<file path="src/verilog/poc_params.svh">
// Register map, field positions, reset values and counts of the offset calibration block
`ifndef POC_PARAMS_SVH
`define POC_PARAMS_SVH

// ----------------------------------------
// Register addresses
// ----------------------------------------
`define POC_ADDR_OFS_MAG  8'hc0
`define POC_ADDR_OFS_SIGN 8'hc1
`define POC_ADDR_CAL_CTRL 8'hd7
`define POC_ADDR_CAL_CFG  8'hd9
`define POC_ADDR_CAL_STAT 8'hdc

// ----------------------------------------
// Field positions
// ----------------------------------------
`define POC_CTRL_HW_AVG   7
`define POC_CTRL_ELEC     5
`define POC_CTRL_WAIT     4
`define POC_CTRL_START    0
`define POC_CFG_TGT_HI    7
`define POC_CFG_TGT_LO    5
`define POC_CFG_AUTO_DEC  3
`define POC_CFG_AVG_HI    2
`define POC_CFG_AVG_LO    0
`define POC_STAT_DEC      2
`define POC_STAT_FIN      0
`define POC_SIGN_BIT      0

// ----------------------------------------
// Reset values and counts
// ----------------------------------------
`define POC_MAG_RST       8'h00
`define POC_CTRL_RST      8'h00
`define POC_CFG_RST       8'h50
`define POC_STAT_RST      8'h00
`define POC_TGT_BASE      11'h004
`define POC_SEARCH_MSB    4'h8

`endif

</file>
<file path="src/verilog/poc_pkg.sv">
// Types shared by the offset calibration block
package poc_pkg;

   // ----------------------------------------
   // Carriers
   // ----------------------------------------
   typedef struct packed {
      logic       wr;
      logic       rd;
      logic [7:0] addr;
      logic [7:0] wdata;
   } poc_reg_req_t;

   typedef struct packed {
      logic       sign;
      logic [7:0] mag;
   } poc_offset_t;

   // ----------------------------------------
   // State machines
   // ----------------------------------------
   typedef enum logic [1:0] {CS_IDLE, CS_LAUNCH, CS_MEAS, CS_DONE} poc_cal_state_t;
   typedef enum logic [1:0] {SA_IDLE, SA_SAMPLE, SA_WAIT} poc_sa_state_t;

endpackage

</file>
<file path="src/verilog/poc_sample_avg.sv">
// Hardware sample averager: one burst request per sample, optional wait between samples
`timescale 1ns/1ps
`include "poc_params.svh"

module poc_sample_avg #(
   parameter int DATA_W = 10
) (
   input  wire logic              clk,
   input  wire logic              arst_n,
   input  wire logic              start,
   input  wire logic [2:0]        code,
   input  wire logic              wait_en,
   input  wire logic              adc_valid,
   input  wire logic [DATA_W-1:0] adc_data,
   input  wire logic              wait_done,
   output logic                   sample_req,
   output logic                   wait_req,
   output logic                   avg_valid,
   output logic [DATA_W-1:0]      avg_data
);
   import poc_pkg::*;

   poc_sa_state_t      state_r;
   logic [7:0]         cnt_r;
   logic [2:0]         code_r;
   logic               wait_r;
   logic [DATA_W+6:0]  acc_r;
   logic [DATA_W+6:0]  acc_nxt;
   logic [7:0]         last;

   assign acc_nxt = acc_r + {7'h00, adc_data};
   assign last    = 8'((9'h001 << code_r) - 9'h001);

   // ----------------------------------------
   // Sample sequencing and accumulation
   // ----------------------------------------
   // A new start restarts at once; a half-collected average is dropped
   always_ff @(posedge clk or negedge arst_n) begin
      if (!arst_n) begin
         state_r    <= SA_IDLE;
         cnt_r      <= 8'h00;
         code_r     <= 3'h0;
         wait_r     <= 1'b0;
         acc_r      <= '0;
         sample_req <= 1'b0;
         wait_req   <= 1'b0;
         avg_valid  <= 1'b0;
         avg_data   <= '0;
      end else begin
         sample_req <= 1'b0;
         wait_req   <= 1'b0;
         avg_valid  <= 1'b0;
         if (start) begin
            state_r    <= SA_SAMPLE;
            cnt_r      <= 8'h00;
            code_r     <= code;
            wait_r     <= wait_en;
            acc_r      <= '0;
            sample_req <= 1'b1; // RL17
         end else begin
            case (state_r)
               SA_SAMPLE: begin
                  if (adc_valid) begin
                     if (cnt_r == last) begin
                        avg_valid <= 1'b1;
                        avg_data  <= DATA_W'(acc_nxt >> code_r);
                        state_r   <= SA_IDLE;
                     end else begin
                        acc_r <= acc_nxt;
                        cnt_r <= cnt_r + 8'h01;
                        if (wait_r) begin
                           wait_req <= 1'b1; // RL8
                           state_r  <= SA_WAIT;
                        end else begin
                           sample_req <= 1'b1; // RL17
                        end
                     end
                  end
               end
               SA_WAIT: begin
                  if (wait_done) begin
                     sample_req <= 1'b1; // RL17
                     state_r    <= SA_SAMPLE;
                  end
               end
               default: state_r <= SA_IDLE;
            endcase
         end
      end
   end

endmodule

</file>
<file path="src/verilog/poc_calibration_control.sv">
// Proximity crosstalk offset, binary-search calibration and hardware averaging control
//
// Function
// RL1: Offset magnitude register, eight bits read/write, resets to zero.
// RL2: Sign of the offset lives in bit 0 of the sign register.
// RL3: Signed offset up to 255 either way corrects the proximity result.
// RL4: Host writes reserved bits only with their default values.
// RL5: Control bit 7 enables hardware averaging during calibration.
// RL6: Control bit 5 picks electrical-only or combined calibration.
// RL7: Electrical-only calibration disconnects the photodiode; otherwise identical procedure.
// RL8: Control bit 4 inserts the sample wait between calibration samples.
// RL9: Writing one to control bit 0 starts calibration.
// RL10: Binary search drives the result as close as possible to target.
// RL11: Calibration start is accepted at any time.
// RL12: Finished calibration sets the done flag.
// RL13: Finished calibration loads magnitude and sign into the offset registers.
// RL14: Config bits 7:5 pick target 3,7,15,...,511; reset code 2.
// RL15: With config bit 3 set, a zero result decrements the magnitude.
// RL16: Config bits 2:0 set averaged samples: off, 2 up to 128.
// RL17: Each converter sample transmits the programmed emitter pulse burst.
// RL18: Average goes to the result or to the moving-average filter.
// RL19: Status finished bit mirrors the done flag and clears with it.
// RL20: Decrement sets status bit 2; cleared by writing one or disabling.
// RL21: Calibration interrupt enable gates done onto the interrupt request.
// RL22: Filter select 00 off, 01 two, 10 four, 11 eight values.
// RL23: Sign one subtracts the magnitude, sign zero adds it.
// RL24: Start bit clears itself when calibration completes.
`timescale 1ns/1ps
`include "poc_params.svh"

module poc_calibration_control #(
   parameter int DATA_W = 10
) (
   input  wire logic              clk,
   input  wire logic              arst_n,
   input  poc_pkg::poc_reg_req_t  reg_req,
   output logic [7:0]             reg_rdata,
   input  wire logic              prox_cycle_go,
   input  wire logic [1:0]        moving_avg_sel,
   input  wire logic              cal_irq_en,
   input  wire logic              cal_done_clr,
   input  wire logic              adc_valid,
   input  wire logic [DATA_W-1:0] adc_data,
   input  wire logic              wait_done,
   output logic                   emit_burst_go,
   output logic                   wait_go,
   output logic                   pd_disconnect,
   output logic [DATA_W-1:0]      prox_result,
   output logic                   result_valid,
   output logic                   filter_valid,
   output logic                   cal_done_flag,
   output logic                   cal_irq,
   output logic                   cal_busy
);
   import poc_pkg::*;

   // ----------------------------------------
   // Elaboration check
   // ----------------------------------------
   // The largest search target, 511, must fit in the result
   if (DATA_W < 10 || DATA_W > 16) begin : g_bad_width
      $error("poc_calibration_control: DATA_W must lie between 10 and 16");
   end

   // ----------------------------------------
   // Functions
   // ----------------------------------------
   function automatic logic [DATA_W-1:0] apply_ofs(input logic [DATA_W-1:0] raw,
                                                   input poc_offset_t       o);
      logic [DATA_W:0]   sum;
      logic [DATA_W-1:0] mag_w;
      mag_w = DATA_W'(o.mag);
      sum   = {1'b0, raw} + {1'b0, mag_w};
      if (o.sign) begin
         apply_ofs = (raw < mag_w) ? '0 : raw - mag_w; // RL23
      end else begin
         apply_ofs = sum[DATA_W] ? '1 : sum[DATA_W-1:0]; // RL23
      end
   endfunction

   // Search code 0..511 stands for offset code-256, clamped to -255
   function automatic poc_offset_t code_to_ofs(input logic [8:0] c);
      poc_offset_t o;
      o = '0;
      if (c[8]) begin
         o.sign = 1'b0;
         o.mag  = c[7:0];
      end else begin
         o.sign = 1'b1;
         o.mag  = (c == 9'h000) ? 8'hff : 8'(9'h100 - c);
      end
      code_to_ofs = o;
   endfunction

   function automatic logic [DATA_W-1:0] target_of(input logic [2:0] c);
      target_of = DATA_W'((`POC_TGT_BASE << c) - 11'h001); // RL14
   endfunction

   // ----------------------------------------
   // Register state
   // ----------------------------------------
   logic [7:0]     ofs_mag_r;
   logic           ofs_sign_r;
   logic           hw_avg_r;
   logic           elec_r;
   logic           wait_apply_r;
   logic           start_r;
   logic [2:0]     tgt_sel_r;
   logic           auto_dec_en_r;
   logic [2:0]     avg_cnt_r;
   logic           dec_flag_r;

   poc_cal_state_t cal_state_r;
   logic [8:0]     code_r;
   logic [8:0]     trial_r;
   logic [3:0]     bit_r;

   logic           wr_mag;
   logic           wr_sign;
   logic           wr_ctrl;
   logic           wr_cfg;
   logic           wr_stat;
   logic           cal_go;
   logic           cal_on;
   logic           norm_go;
   logic           eng_start;
   logic [2:0]     eng_code;
   logic           eng_wait;
   logic           avg_valid;
   logic [DATA_W-1:0] avg_data;
   logic [DATA_W-1:0] norm_res;
   logic [DATA_W-1:0] trial_res;
   logic           norm_done;
   logic           auto_dec_ev;
   poc_offset_t    fin_ofs;
   poc_offset_t    cur_ofs;

   assign wr_mag  = reg_req.wr && reg_req.addr == `POC_ADDR_OFS_MAG;
   assign wr_sign = reg_req.wr && reg_req.addr == `POC_ADDR_OFS_SIGN;
   assign wr_ctrl = reg_req.wr && reg_req.addr == `POC_ADDR_CAL_CTRL;
   assign wr_cfg  = reg_req.wr && reg_req.addr == `POC_ADDR_CAL_CFG;
   assign wr_stat = reg_req.wr && reg_req.addr == `POC_ADDR_CAL_STAT;

   assign cal_go   = wr_ctrl && reg_req.wdata[`POC_CTRL_START]; // RL9 RL11
   assign cal_on   = cal_state_r != CS_IDLE;
   assign norm_go  = prox_cycle_go && !cal_on && !cal_go;
   assign cur_ofs  = '{sign: ofs_sign_r, mag: ofs_mag_r};
   assign fin_ofs  = code_to_ofs(code_r);
   assign norm_res = apply_ofs(avg_data, cur_ofs); // RL3
   assign trial_res = apply_ofs(avg_data, code_to_ofs(trial_r));
   assign norm_done = avg_valid && !cal_on;
   assign auto_dec_ev = norm_done && auto_dec_en_r && norm_res == '0
                        && ofs_mag_r != 8'h00; // RL15

   // ----------------------------------------
   // Averaging engine
   // ----------------------------------------
   // Calibration without averaging takes a single sample per step
   assign eng_start = (cal_state_r == CS_LAUNCH) || norm_go;
   assign eng_code  = cal_on ? (hw_avg_r ? avg_cnt_r : 3'h0) : avg_cnt_r; // RL5 RL16
   assign eng_wait  = cal_on && wait_apply_r; // RL8

   poc_sample_avg #(
      .DATA_W     (DATA_W)
   ) u_avg (
      .clk        (clk),
      .arst_n     (arst_n),
      .start      (eng_start),
      .code       (eng_code),
      .wait_en    (eng_wait),
      .adc_valid  (adc_valid),
      .adc_data   (adc_data),
      .wait_done  (wait_done),
      .sample_req (emit_burst_go),
      .wait_req   (wait_go),
      .avg_valid  (avg_valid),
      .avg_data   (avg_data)
   );

   // ----------------------------------------
   // Calibration search
   // ----------------------------------------
   // Result grows with the search code, so keep each bit that stays at or
   // below the target; nine steps cover the whole signed range
   always_ff @(posedge clk or negedge arst_n) begin
      if (!arst_n) begin
         cal_state_r <= CS_IDLE;
         code_r      <= 9'h000;
         trial_r     <= 9'h000;
         bit_r       <= 4'h0;
      end else if (cal_go) begin
         cal_state_r <= CS_LAUNCH; // RL11
         code_r      <= 9'h000;
         bit_r       <= `POC_SEARCH_MSB;
      end else begin
         case (cal_state_r)
            CS_LAUNCH: begin
               trial_r     <= code_r | (9'h001 << bit_r); // RL10
               cal_state_r <= CS_MEAS;
            end
            CS_MEAS: begin
               if (avg_valid) begin
                  if (trial_res <= target_of(tgt_sel_r)) begin
                     code_r <= trial_r; // RL10
                  end
                  if (bit_r == 4'h0) begin
                     cal_state_r <= CS_DONE;
                  end else begin
                     bit_r       <= bit_r - 4'h1;
                     cal_state_r <= CS_LAUNCH;
                  end
               end
            end
            CS_DONE:  cal_state_r <= CS_IDLE;
            default:  cal_state_r <= CS_IDLE;
         endcase
      end
   end

   // ----------------------------------------
   // Offset registers
   // ----------------------------------------
   always_ff @(posedge clk or negedge arst_n) begin
      if (!arst_n) begin
         ofs_mag_r  <= `POC_MAG_RST; // RL1
         ofs_sign_r <= 1'b0;
      end else if (cal_state_r == CS_DONE) begin
         ofs_mag_r  <= fin_ofs.mag; // RL13
         ofs_sign_r <= fin_ofs.sign; // RL13
      end else begin
         if (auto_dec_ev) begin
            ofs_mag_r <= ofs_mag_r - 8'h01; // RL15
         end else if (wr_mag) begin
            ofs_mag_r <= reg_req.wdata; // RL1
         end
         if (wr_sign) begin
            ofs_sign_r <= reg_req.wdata[`POC_SIGN_BIT]; // RL2
         end
      end
   end

   // ----------------------------------------
   // Control and configuration
   // ----------------------------------------
   always_ff @(posedge clk or negedge arst_n) begin
      if (!arst_n) begin
         hw_avg_r      <= 1'(`POC_CTRL_RST >> `POC_CTRL_HW_AVG);
         elec_r        <= 1'b0;
         wait_apply_r  <= 1'b0;
         start_r       <= 1'b0;
         tgt_sel_r     <= 3'(`POC_CFG_RST >> `POC_CFG_TGT_LO); // RL14
         auto_dec_en_r <= 1'b0;
         avg_cnt_r     <= 3'h0;
      end else begin
         if (wr_ctrl) begin
            hw_avg_r     <= reg_req.wdata[`POC_CTRL_HW_AVG]; // RL5
            elec_r       <= reg_req.wdata[`POC_CTRL_ELEC]; // RL6
            wait_apply_r <= reg_req.wdata[`POC_CTRL_WAIT]; // RL8
            start_r      <= reg_req.wdata[`POC_CTRL_START]; // RL9
         end else if (cal_state_r == CS_DONE) begin
            start_r <= 1'b0; // RL24
         end
         if (wr_cfg) begin
            tgt_sel_r     <= reg_req.wdata[`POC_CFG_TGT_HI:`POC_CFG_TGT_LO]; // RL14
            auto_dec_en_r <= reg_req.wdata[`POC_CFG_AUTO_DEC]; // RL15
            avg_cnt_r     <= reg_req.wdata[`POC_CFG_AVG_HI:`POC_CFG_AVG_LO]; // RL16
         end
      end
   end

   // ----------------------------------------
   // Flags and interrupt request
   // ----------------------------------------
   // A set in the same cycle as a clear wins, so no completion is lost
   always_ff @(posedge clk or negedge arst_n) begin
      if (!arst_n) begin
         cal_done_flag <= 1'b0;
         dec_flag_r    <= 1'b0;
         cal_irq       <= 1'b0;
      end else begin
         if (cal_state_r == CS_DONE) begin
            cal_done_flag <= 1'b1; // RL12
         end else if (cal_done_clr) begin
            cal_done_flag <= 1'b0; // RL19
         end
         if (auto_dec_ev) begin
            dec_flag_r <= 1'b1; // RL20
         end else if (!auto_dec_en_r) begin
            dec_flag_r <= 1'b0; // RL20
         end else if (wr_stat && reg_req.wdata[`POC_STAT_DEC]) begin
            dec_flag_r <= 1'b0; // RL20
         end
         cal_irq <= cal_done_flag && cal_irq_en; // RL21
      end
   end

   // ----------------------------------------
   // Result hand-off and front-end control
   // ----------------------------------------
   always_ff @(posedge clk or negedge arst_n) begin
      if (!arst_n) begin
         prox_result   <= '0;
         result_valid  <= 1'b0;
         filter_valid  <= 1'b0;
         pd_disconnect <= 1'b0;
         cal_busy      <= 1'b0;
      end else begin
         result_valid  <= norm_done && moving_avg_sel == 2'b00; // RL18 RL22
         filter_valid  <= norm_done && moving_avg_sel != 2'b00; // RL18 RL22
         if (norm_done) begin
            prox_result <= norm_res; // RL3
         end
         pd_disconnect <= cal_on && elec_r; // RL7
         cal_busy      <= cal_on;
      end
   end

   // ----------------------------------------
   // Register read
   // ----------------------------------------
   // Reserved bits read back as their defaults
   always_ff @(posedge clk or negedge arst_n) begin
      if (!arst_n) begin
         reg_rdata <= 8'h00;
      end else if (reg_req.rd) begin
         if (reg_req.addr == `POC_ADDR_OFS_MAG) begin
            reg_rdata <= ofs_mag_r;
         end else if (reg_req.addr == `POC_ADDR_OFS_SIGN) begin
            reg_rdata <= {7'h00, ofs_sign_r};
         end else if (reg_req.addr == `POC_ADDR_CAL_CTRL) begin
            reg_rdata <= {hw_avg_r, 1'b0, elec_r, wait_apply_r, 3'h0, start_r};
         end else if (reg_req.addr == `POC_ADDR_CAL_CFG) begin
            reg_rdata <= {tgt_sel_r, 1'b1, auto_dec_en_r, avg_cnt_r};
         end else if (reg_req.addr == `POC_ADDR_CAL_STAT) begin
            reg_rdata <= {5'h00, dec_flag_r, 1'b0, cal_done_flag}; // RL19
         end else begin
            reg_rdata <= 8'h00;
         end
      end
   end
endmodule

</file>
<file path="config.mk">
export PLATFORM = sky130hd
export DESIGN_NAME = poc_calibration_control
export DESIGN_NICKNAME = d
export VERILOG_FILES = /design/src/verilog/poc_pkg.sv /design/src/verilog/poc_sample_avg.sv /design/src/verilog/poc_calibration_control.sv
export VERILOG_INCLUDE_DIRS = /design/src /design/src/verilog
export SDC_FILE = /design/constraint.sdc
export NUM_CORES = 1
export LEC_CHECK = 0
export CAP_MARGIN = 20
export CORE_ASPECT_RATIO = 1.4
export CORE_MARGIN = 1
export CORE_UTILIZATION = 50
export CTS_BUF_LIST = sky130_fd_sc_hd__clkbuf_4 sky130_fd_sc_hd__clkbuf_8 sky130_fd_sc_hd__clkbuf_16
export CTS_CLUSTER_DIAMETER = 30
export DETAILED_ROUTE_END_ITERATION = 16
export DONT_BUFFER_PORTS = 1
export SLEW_MARGIN = 20
export SYNTH_ARGS = -nofsm -noshare
export SYNTH_HDL_FRONTEND = slang
export SYNTH_SLANG_ARGS = --single-unit
</file>
<file path="constraint.sdc">
create_clock -name clk -period 13 [get_ports clk]
set_clock_uncertainty 0.2 [all_clocks]
set_input_delay 1.3 -clock clk [delete_from_list [all_inputs] [get_ports clk]]
set_output_delay 1.3 -clock clk [all_outputs]
set_load 0.02 [all_outputs]
</file>
# [Yosys cells after proc, flatten, opt, wreduce, memory -nomap -nowiden]
# Cells that the tools add are included.
[classes] addsub=12 order_cmp=3 eq_ne=18 shifts=4 mux=70 bitwise=3 n_reduce_logical=44
[ops] op="8-bit 2-to-1 mux" count=13
[ops] op="17-bit 2-to-1 mux" count=4
[ops] op="10-bit 2-to-1 mux" count=6
[ops] op="9-bit 2-to-1 mux" count=6
[ops] op="8-bit equality test, second input constant" count=5
[ops] op="1-bit 2-to-1 mux" count=23
[ops] op="10-bit by 8-bit adder with 11-bit output" count=2
[ops] op="10-bit by 8-bit < comparator with 1-bit output" count=2
[ops] op="2-bit nonzero test" count=10
[ops] op="10-bit by 8-bit subtractor with 10-bit output" count=2
[ops] op="1-bit logical AND" count=18
[ops] op="9-bit zero test" count=2
[ops] op="17-bit by 10-bit adder with 17-bit output" count=1
[ops] op="17-bit by 3-bit >> shifter with 10-bit output" count=1
[ops] op="2-bit 2-to-1 mux" count=8
[ops] op="4-bit 2-to-1 mux" count=4
[ops] op="1-bit by 8-bit subtractor with 8-bit output, first input constant" count=2
[ops] op="8-bit by 1-bit subtractor with 8-bit output, second input constant" count=2
[ops] op="3-bit AND reduction" count=4
[ops] op="10-bit <= comparator" count=1
[ops] op="10-bit zero test" count=1
[ops] op="3-bit by 3-bit left shift with 10-bit output, first input constant" count=1
[ops] op="10-bit by 1-bit subtractor with 10-bit output, second input constant" count=1
[ops] op="3-bit 2-to-1 mux" count=3
[ops] op="other kinds (24)" count=32
[totals] reg_bits=113 inputBits=37 output_inout_bits=26 elab_cells=185

# [Longest topological paths before layout]
[logic_depth] ltp_word=11 ltp_mapped=30 mapped_depth_nobuf=27

# [Modules after synthesis]
# A second synthesis with hierarchy kept.
[unflattened] cells_unflattened=1074 hier_area_um2=9206.3
[by_module_without_submodules] module="poc_calibration_control" instances=1 cells_each=686 area_each_um2=5806.8 seq_area_each_um2=1727.9
[by_module_without_submodules] module="poc_sample_avg" instances=1 cells_each=388 area_each_um2=3399.5 seq_area_each_um2=1101.1

# [Least setup slack after synthesis]
# OpenSTA, ideal clock, no wires.
[synth_path] path_type="register to register" from="register trial_r[0]" to="register code_r[8]" setup_ps=125 arrival_ps=5554 required_time_ps=12675 slack_ps=7121 path_stages_with_launch=31 path_buffers=3 synth_period_minus_slack_ps=5879 path_cell_list="dfrtp_1 > inv_1 > ha_1 > nand2b_1 > or4_1 > or4_1 > clkbuf_1 > nor2b_1 > o21ai_1 > fa_1 > o21bai_1 > a21o_1 > a21oi_1 > o31ai_1 > a21oi_1 > a21o_1 > clkbuf_1 > nor2_1 > a21oi_1 > o221ai_1 > ha_1 > a21o_1 > a21o_1 > a21oi_1 > nor2b_1 > o21ai_0 > a21oi_1 > a2111oi_0 > nor4_1 > clkbuf_1 > mux2_2"
[synth_via] elab_chain_len=9 word_cells_on_any_way=13 classes_between="3 x add/sub; 2 x order compare; 5 x mux; 3 x reduce/logical"
[synth_lines] item="from (decl)" line="poc_calibration_control.sv:115" rtl="logic [8:0] trial_r;"
[synth_lines] item="from (signal assigned)" line="poc_calibration_control.sv:198" rtl="trial_r <= code_r | (9'h001 << bit_r);"
[synth_lines] item="1-bit by 8-bit subtractor with 8-bit output or 9-bit zero test (tied branches)" line="poc_calibration_control.sv:90" rtl="o.mag = (c == 9'h000) ? 8'hff : 8'(9'h100 - c);"
[synth_lines] item="8-bit 2-to-1 mux" line="poc_calibration_control.sv:90"
[synth_lines] item="9-bit 2-to-1 mux (*)" line="poc_calibration_control.sv:85" rtl="if (c[8]) begin"
[synth_lines] item="10-bit by 8-bit adder with 11-bit output (tied with other cells)" line="poc_calibration_control.sv:73" rtl="sum = {1'b0, raw} + {1'b0, mag_w};"
[synth_lines] item="10-bit 2-to-1 mux (on tied branches)" line="poc_calibration_control.sv:77, poc_calibration_control.sv:75"
[synth_lines] item="10-bit 2-to-1 mux (*)" line="poc_calibration_control.sv:74" rtl="if (o.sign) begin"
[synth_lines] item="10-bit <= comparator (*)" line="poc_calibration_control.sv:203" rtl="if (trial_res <= target_of(tgt_sel_r)) begin"
[synth_lines] item="2-bit nonzero test (no line) (*)"
[synth_lines] item="3-bit AND reduction (no line) (*)"
[synth_lines] item="to (signal assigned)" line="poc_calibration_control.sv:204" rtl="code_r <= trial_r;"
[synth_lines] item="to (decl)" line="poc_calibration_control.sv:114" rtl="logic [8:0] code_r;"
# Every way passes the cells marked *; elsewhere a longest branch is shown, timed or not.
# A chain may end at the register's enable or synchronous reset.

# [Worst setup path after layout]
[layout_path] from="register trial_r[1]" to="register code_r[8]"
# Same word-level chain as after synthesis.

==> metrics.cfg <==
[logic_synthesis]
synthXorXnorAreaFrac=0.04583
synth_compound_area_frac=0.2413
synth_area_per_cell_um2=8.241
synthSimpleGateAreaFrac=0.1829
synth_top_area_share=0.3120
yosysWarningCount=0
ys.flop_type=dfrtp_1
synth_area_um2=8982
muxShareOfSynthArea=0.04778
synth_top_family_by_area=compound AO/OA/AOI/OAI gates
synthTopCellsByArea=dfrtp_1, ha_1, a21oi_1
synth_nets=1200
synth_area_leader_cell=dfrtp_1
synth_fa_ha_area_frac=0.1059
async_flop_share=1.000
ys_seq_area_frac=0.3149
syn_inst=1090
synth_edf_count=0
synth-seq-cells=113
yosys.cell_types.count=86

[cells_and_area]
layout_common_cells=dfrtp_1, nor2_1, a21oi_1
layout.nets=1174
postLayoutCellArea_um2=9688
diodes=0
drive_gt1_frac=0.07442
syn_to_final_growth_pct=7.856
final_common_cell=dfrtp_1

[floorplan]
core_area_um2=17470
start_util=0.5141
die_width_um=115.3
die_h_um=160.6
rows=57
die_area_um2=18510
ioPinCount=63

[power_and_ir_drop]
powerDensity_nw_per_um2=156.0
leakage_nw=4.356
peakVddDrop_mv=0.06702

[grt]
grt_max_degree=114
globalRoute.totalOverflow=0
track_usage=0.2761
grt_pass1_wl_mm=39.22
antenna_found_initial=0
first_global_vias=7654

[worst_setup_path]
critPathArrivalTime_ns=6.75
cp_common_cell=a21oi_1
cp.required_ns=13.11
worstSetupStartpointType=flip-flop
path_max_fanout=13
critPathMaxStageDelay_ns=0.69
endpoint_kind=flip-flop
crit_slowest_cell=a2111oi_0
critPathTopFamily=compound AO/OA/AOI/OAI gates
path_buf_inv=1
path_class=reg2reg

[place]
placed_area_um2=9115
dpl.hpwl_mm=18.14
dp_slack_ns=6.382
numPortBuffers=0
gp_congestion=0.8731

[cts]
post-cts-setup-buffer-count=0
cts_made_buffers=17
clock_path_buffers=2
hold_buffers=0
clk_latency_ns=0.42
cts_htree_levels=4
cts_resized=0
clockRootBuffer=clkbuf_16
cts_sinks=113
clk_pin_slew_ns=0.06
cts_tree=done

[timing]
rsz0062_at_grt=no
layout_min_cycle_time_ns=6.641
fin_ws_ns=6.359
relSlewSlack=0.4557
finalSetupTns_ns=0
worst_pin_slew_ns=0.7959
period_share=0.5108
finalMaxSlewViolations=0
finalSetupViolations=0
fmax_mhz=150.6
finalHoldViolCount=0

[job]
drv_cap=0

[detailed_routing]
routed_wl_mm=24.06
vias=7780
drt_iter0_drc=361
drtAntennaViolNets=0
wl_per_cell_um=18.35
drcViolationCount=0
routed_via_density=5.934
drtPass1Iterations=5

[min_path]
hp-class=reg2reg

[run_status]
outcome=complete, no violations

-- final timing paths --
kind | from | end | slack, ns | cells after the start
setup / recovery | trial_r[1]$_DFFE_PN0P_ | code_r[8]$_DFFE_PN0P_ | 6.36 | 27
hold / removal | dec_flag_r$_DFFE_PN0P_ | dec_flag_r$_DFFE_PN0P_ | 0.33 | 1
setup reg to reg | trial_r[1]$_DFFE_PN0P_ | code_r[8]$_DFFE_PN0P_ | 6.36 | 27
hold reg to reg | dec_flag_r$_DFFE_PN0P_ | dec_flag_r$_DFFE_PN0P_ | 0.33 | 1
max in group asynchronous | arst_n | u_avg.acc_r[8]$_DFFE_PN0P_ | 12.03 | 0
min in group asynchronous | arst_n | prox_result[4]$_DFFE_PN0P_ | 0.37 | 0
-- stage by stage --
stage | total power [mW] | utilization | instances | hold slack, ns
6_report | 1.511 | 0.5545 | 1311 | 0.3316
5_1_grt | 1.615 | 0.5545 | 1311 | 0.3448
4_1_cts | 1.518 | 0.5545 | 1311 | 0.3298
3_5_place_dp | 1.050 | 0.5217 | 1281 | 0.3119
3_3_place_gp | 1.049 | 0.5212 | 1281 | 0.3044
2_1_floorplan | 0.9039 | - | 1090 | 0.2800
-- kinds of logic after synthesis --
group	Yosys count
xor gates and xnor gates	47
other	1
AOI/OAI and AO/OA	335
muxes	40
buffers and inverters	134
DFF	113
adders and majority gates	73
and+or+nand+nor	347
-- state kept, by name, summed over array words and instances, names as in the netlist, 2 cells and up --
signal / cells
u_avg.code_r: 3
reg_rdata: 8
avg_cnt_r: 3
u_avg.acc_r: 17
prox_result: 10
bit_r: 4
tgt_sel_r: 3
u_avg.avg_data: 10
code_r: 9
u_avg.cnt_r: 8
u_avg.state_r: 2
trial_r: 9
ofs_mag_r: 8
cal_state_r: 2
-- Yosys cell counts, drive strengths merged, types with 5 or more instances --
| cell | n |
|---|---|
| a31o | 6 |
| o21ai | 84 |
| nor3 | 28 |
| inv | 81 |
| clkbuf | 41 |
| xor2 | 21 |
| a211oi | 17 |
| nand2b | 13 |
| dfrtp | 112 |
| a22oi | 6 |
| a211o | 5 |
| nand3 | 19 |
| o221ai | 9 |
| o21a | 12 |
| mux2 | 13 |
| or3 | 8 |
| and2 | 9 |
| a21oi | 100 |
| or4 | 5 |
| nand4 | 8 |
| a221oi | 7 |
| nor2b | 17 |
| nand2 | 99 |
| buf | 12 |
| o21bai | 7 |
| mux2i | 26 |
| xnor2 | 26 |
| nor2 | 110 |
| o211ai | 14 |
| fa | 5 |
| and3 | 8 |
| a31oi | 6 |
| a21o | 14 |
| or2 | 6 |
| ha | 68 |
| nor4 | 7 |
-- worst reg2reg max path, delay by kind of cell, from the launching register on --
| kind | cells | cell delay (ns) |
|---|---|---|
| muxes | 1 | 0.33 |
| DFF | 1 | 0.40 |
| and+or+nand+nor | 7 | 1.53 |
| AOI/OAI and AO/OA | 15 | 3.17 |
| buffers and inverters | 1 | 0.10 |
| adders and majority gates | 3 | 0.81 |
-- per-layer routing --
layer / share of wire / track usage / up-vias
met5: 0 / 0 / -
met2: 0.53 / 0.5044 / 150
met4: 0.036 / 0.1251 / 0
li1: - / - / 3825
met1: 0.40 / 0.3111 / 3762
met3: 0.026 / 0.04075 / 43
-- area by class of cell --
| type | instances | area [um2] |
|---|---|---|
| clock buffer | 24 | 490.5 |
| clock inverter | 6 | 82.58 |
| fill | 1680 | 7785 |
| inverter | 81 | 304.0 |
| multi-input combinational | 843 | 5627 |
| sequential | 113 | 2829 |
| tap | 236 | 295.3 |
| timing repair buffer | 8 | 60.06 |
-- power breakdown --
group          total, mW  leakage (nW)  switching, mW  internal, mW
Sequential         0.491          1.46         0.0953         0.395
Combinational      0.558          2.61          0.328         0.230
Clock              0.462         0.287          0.163         0.299
Total               1.51          4.36          0.586         0.925
No activity file was read; power rests on OpenSTA's default activity.
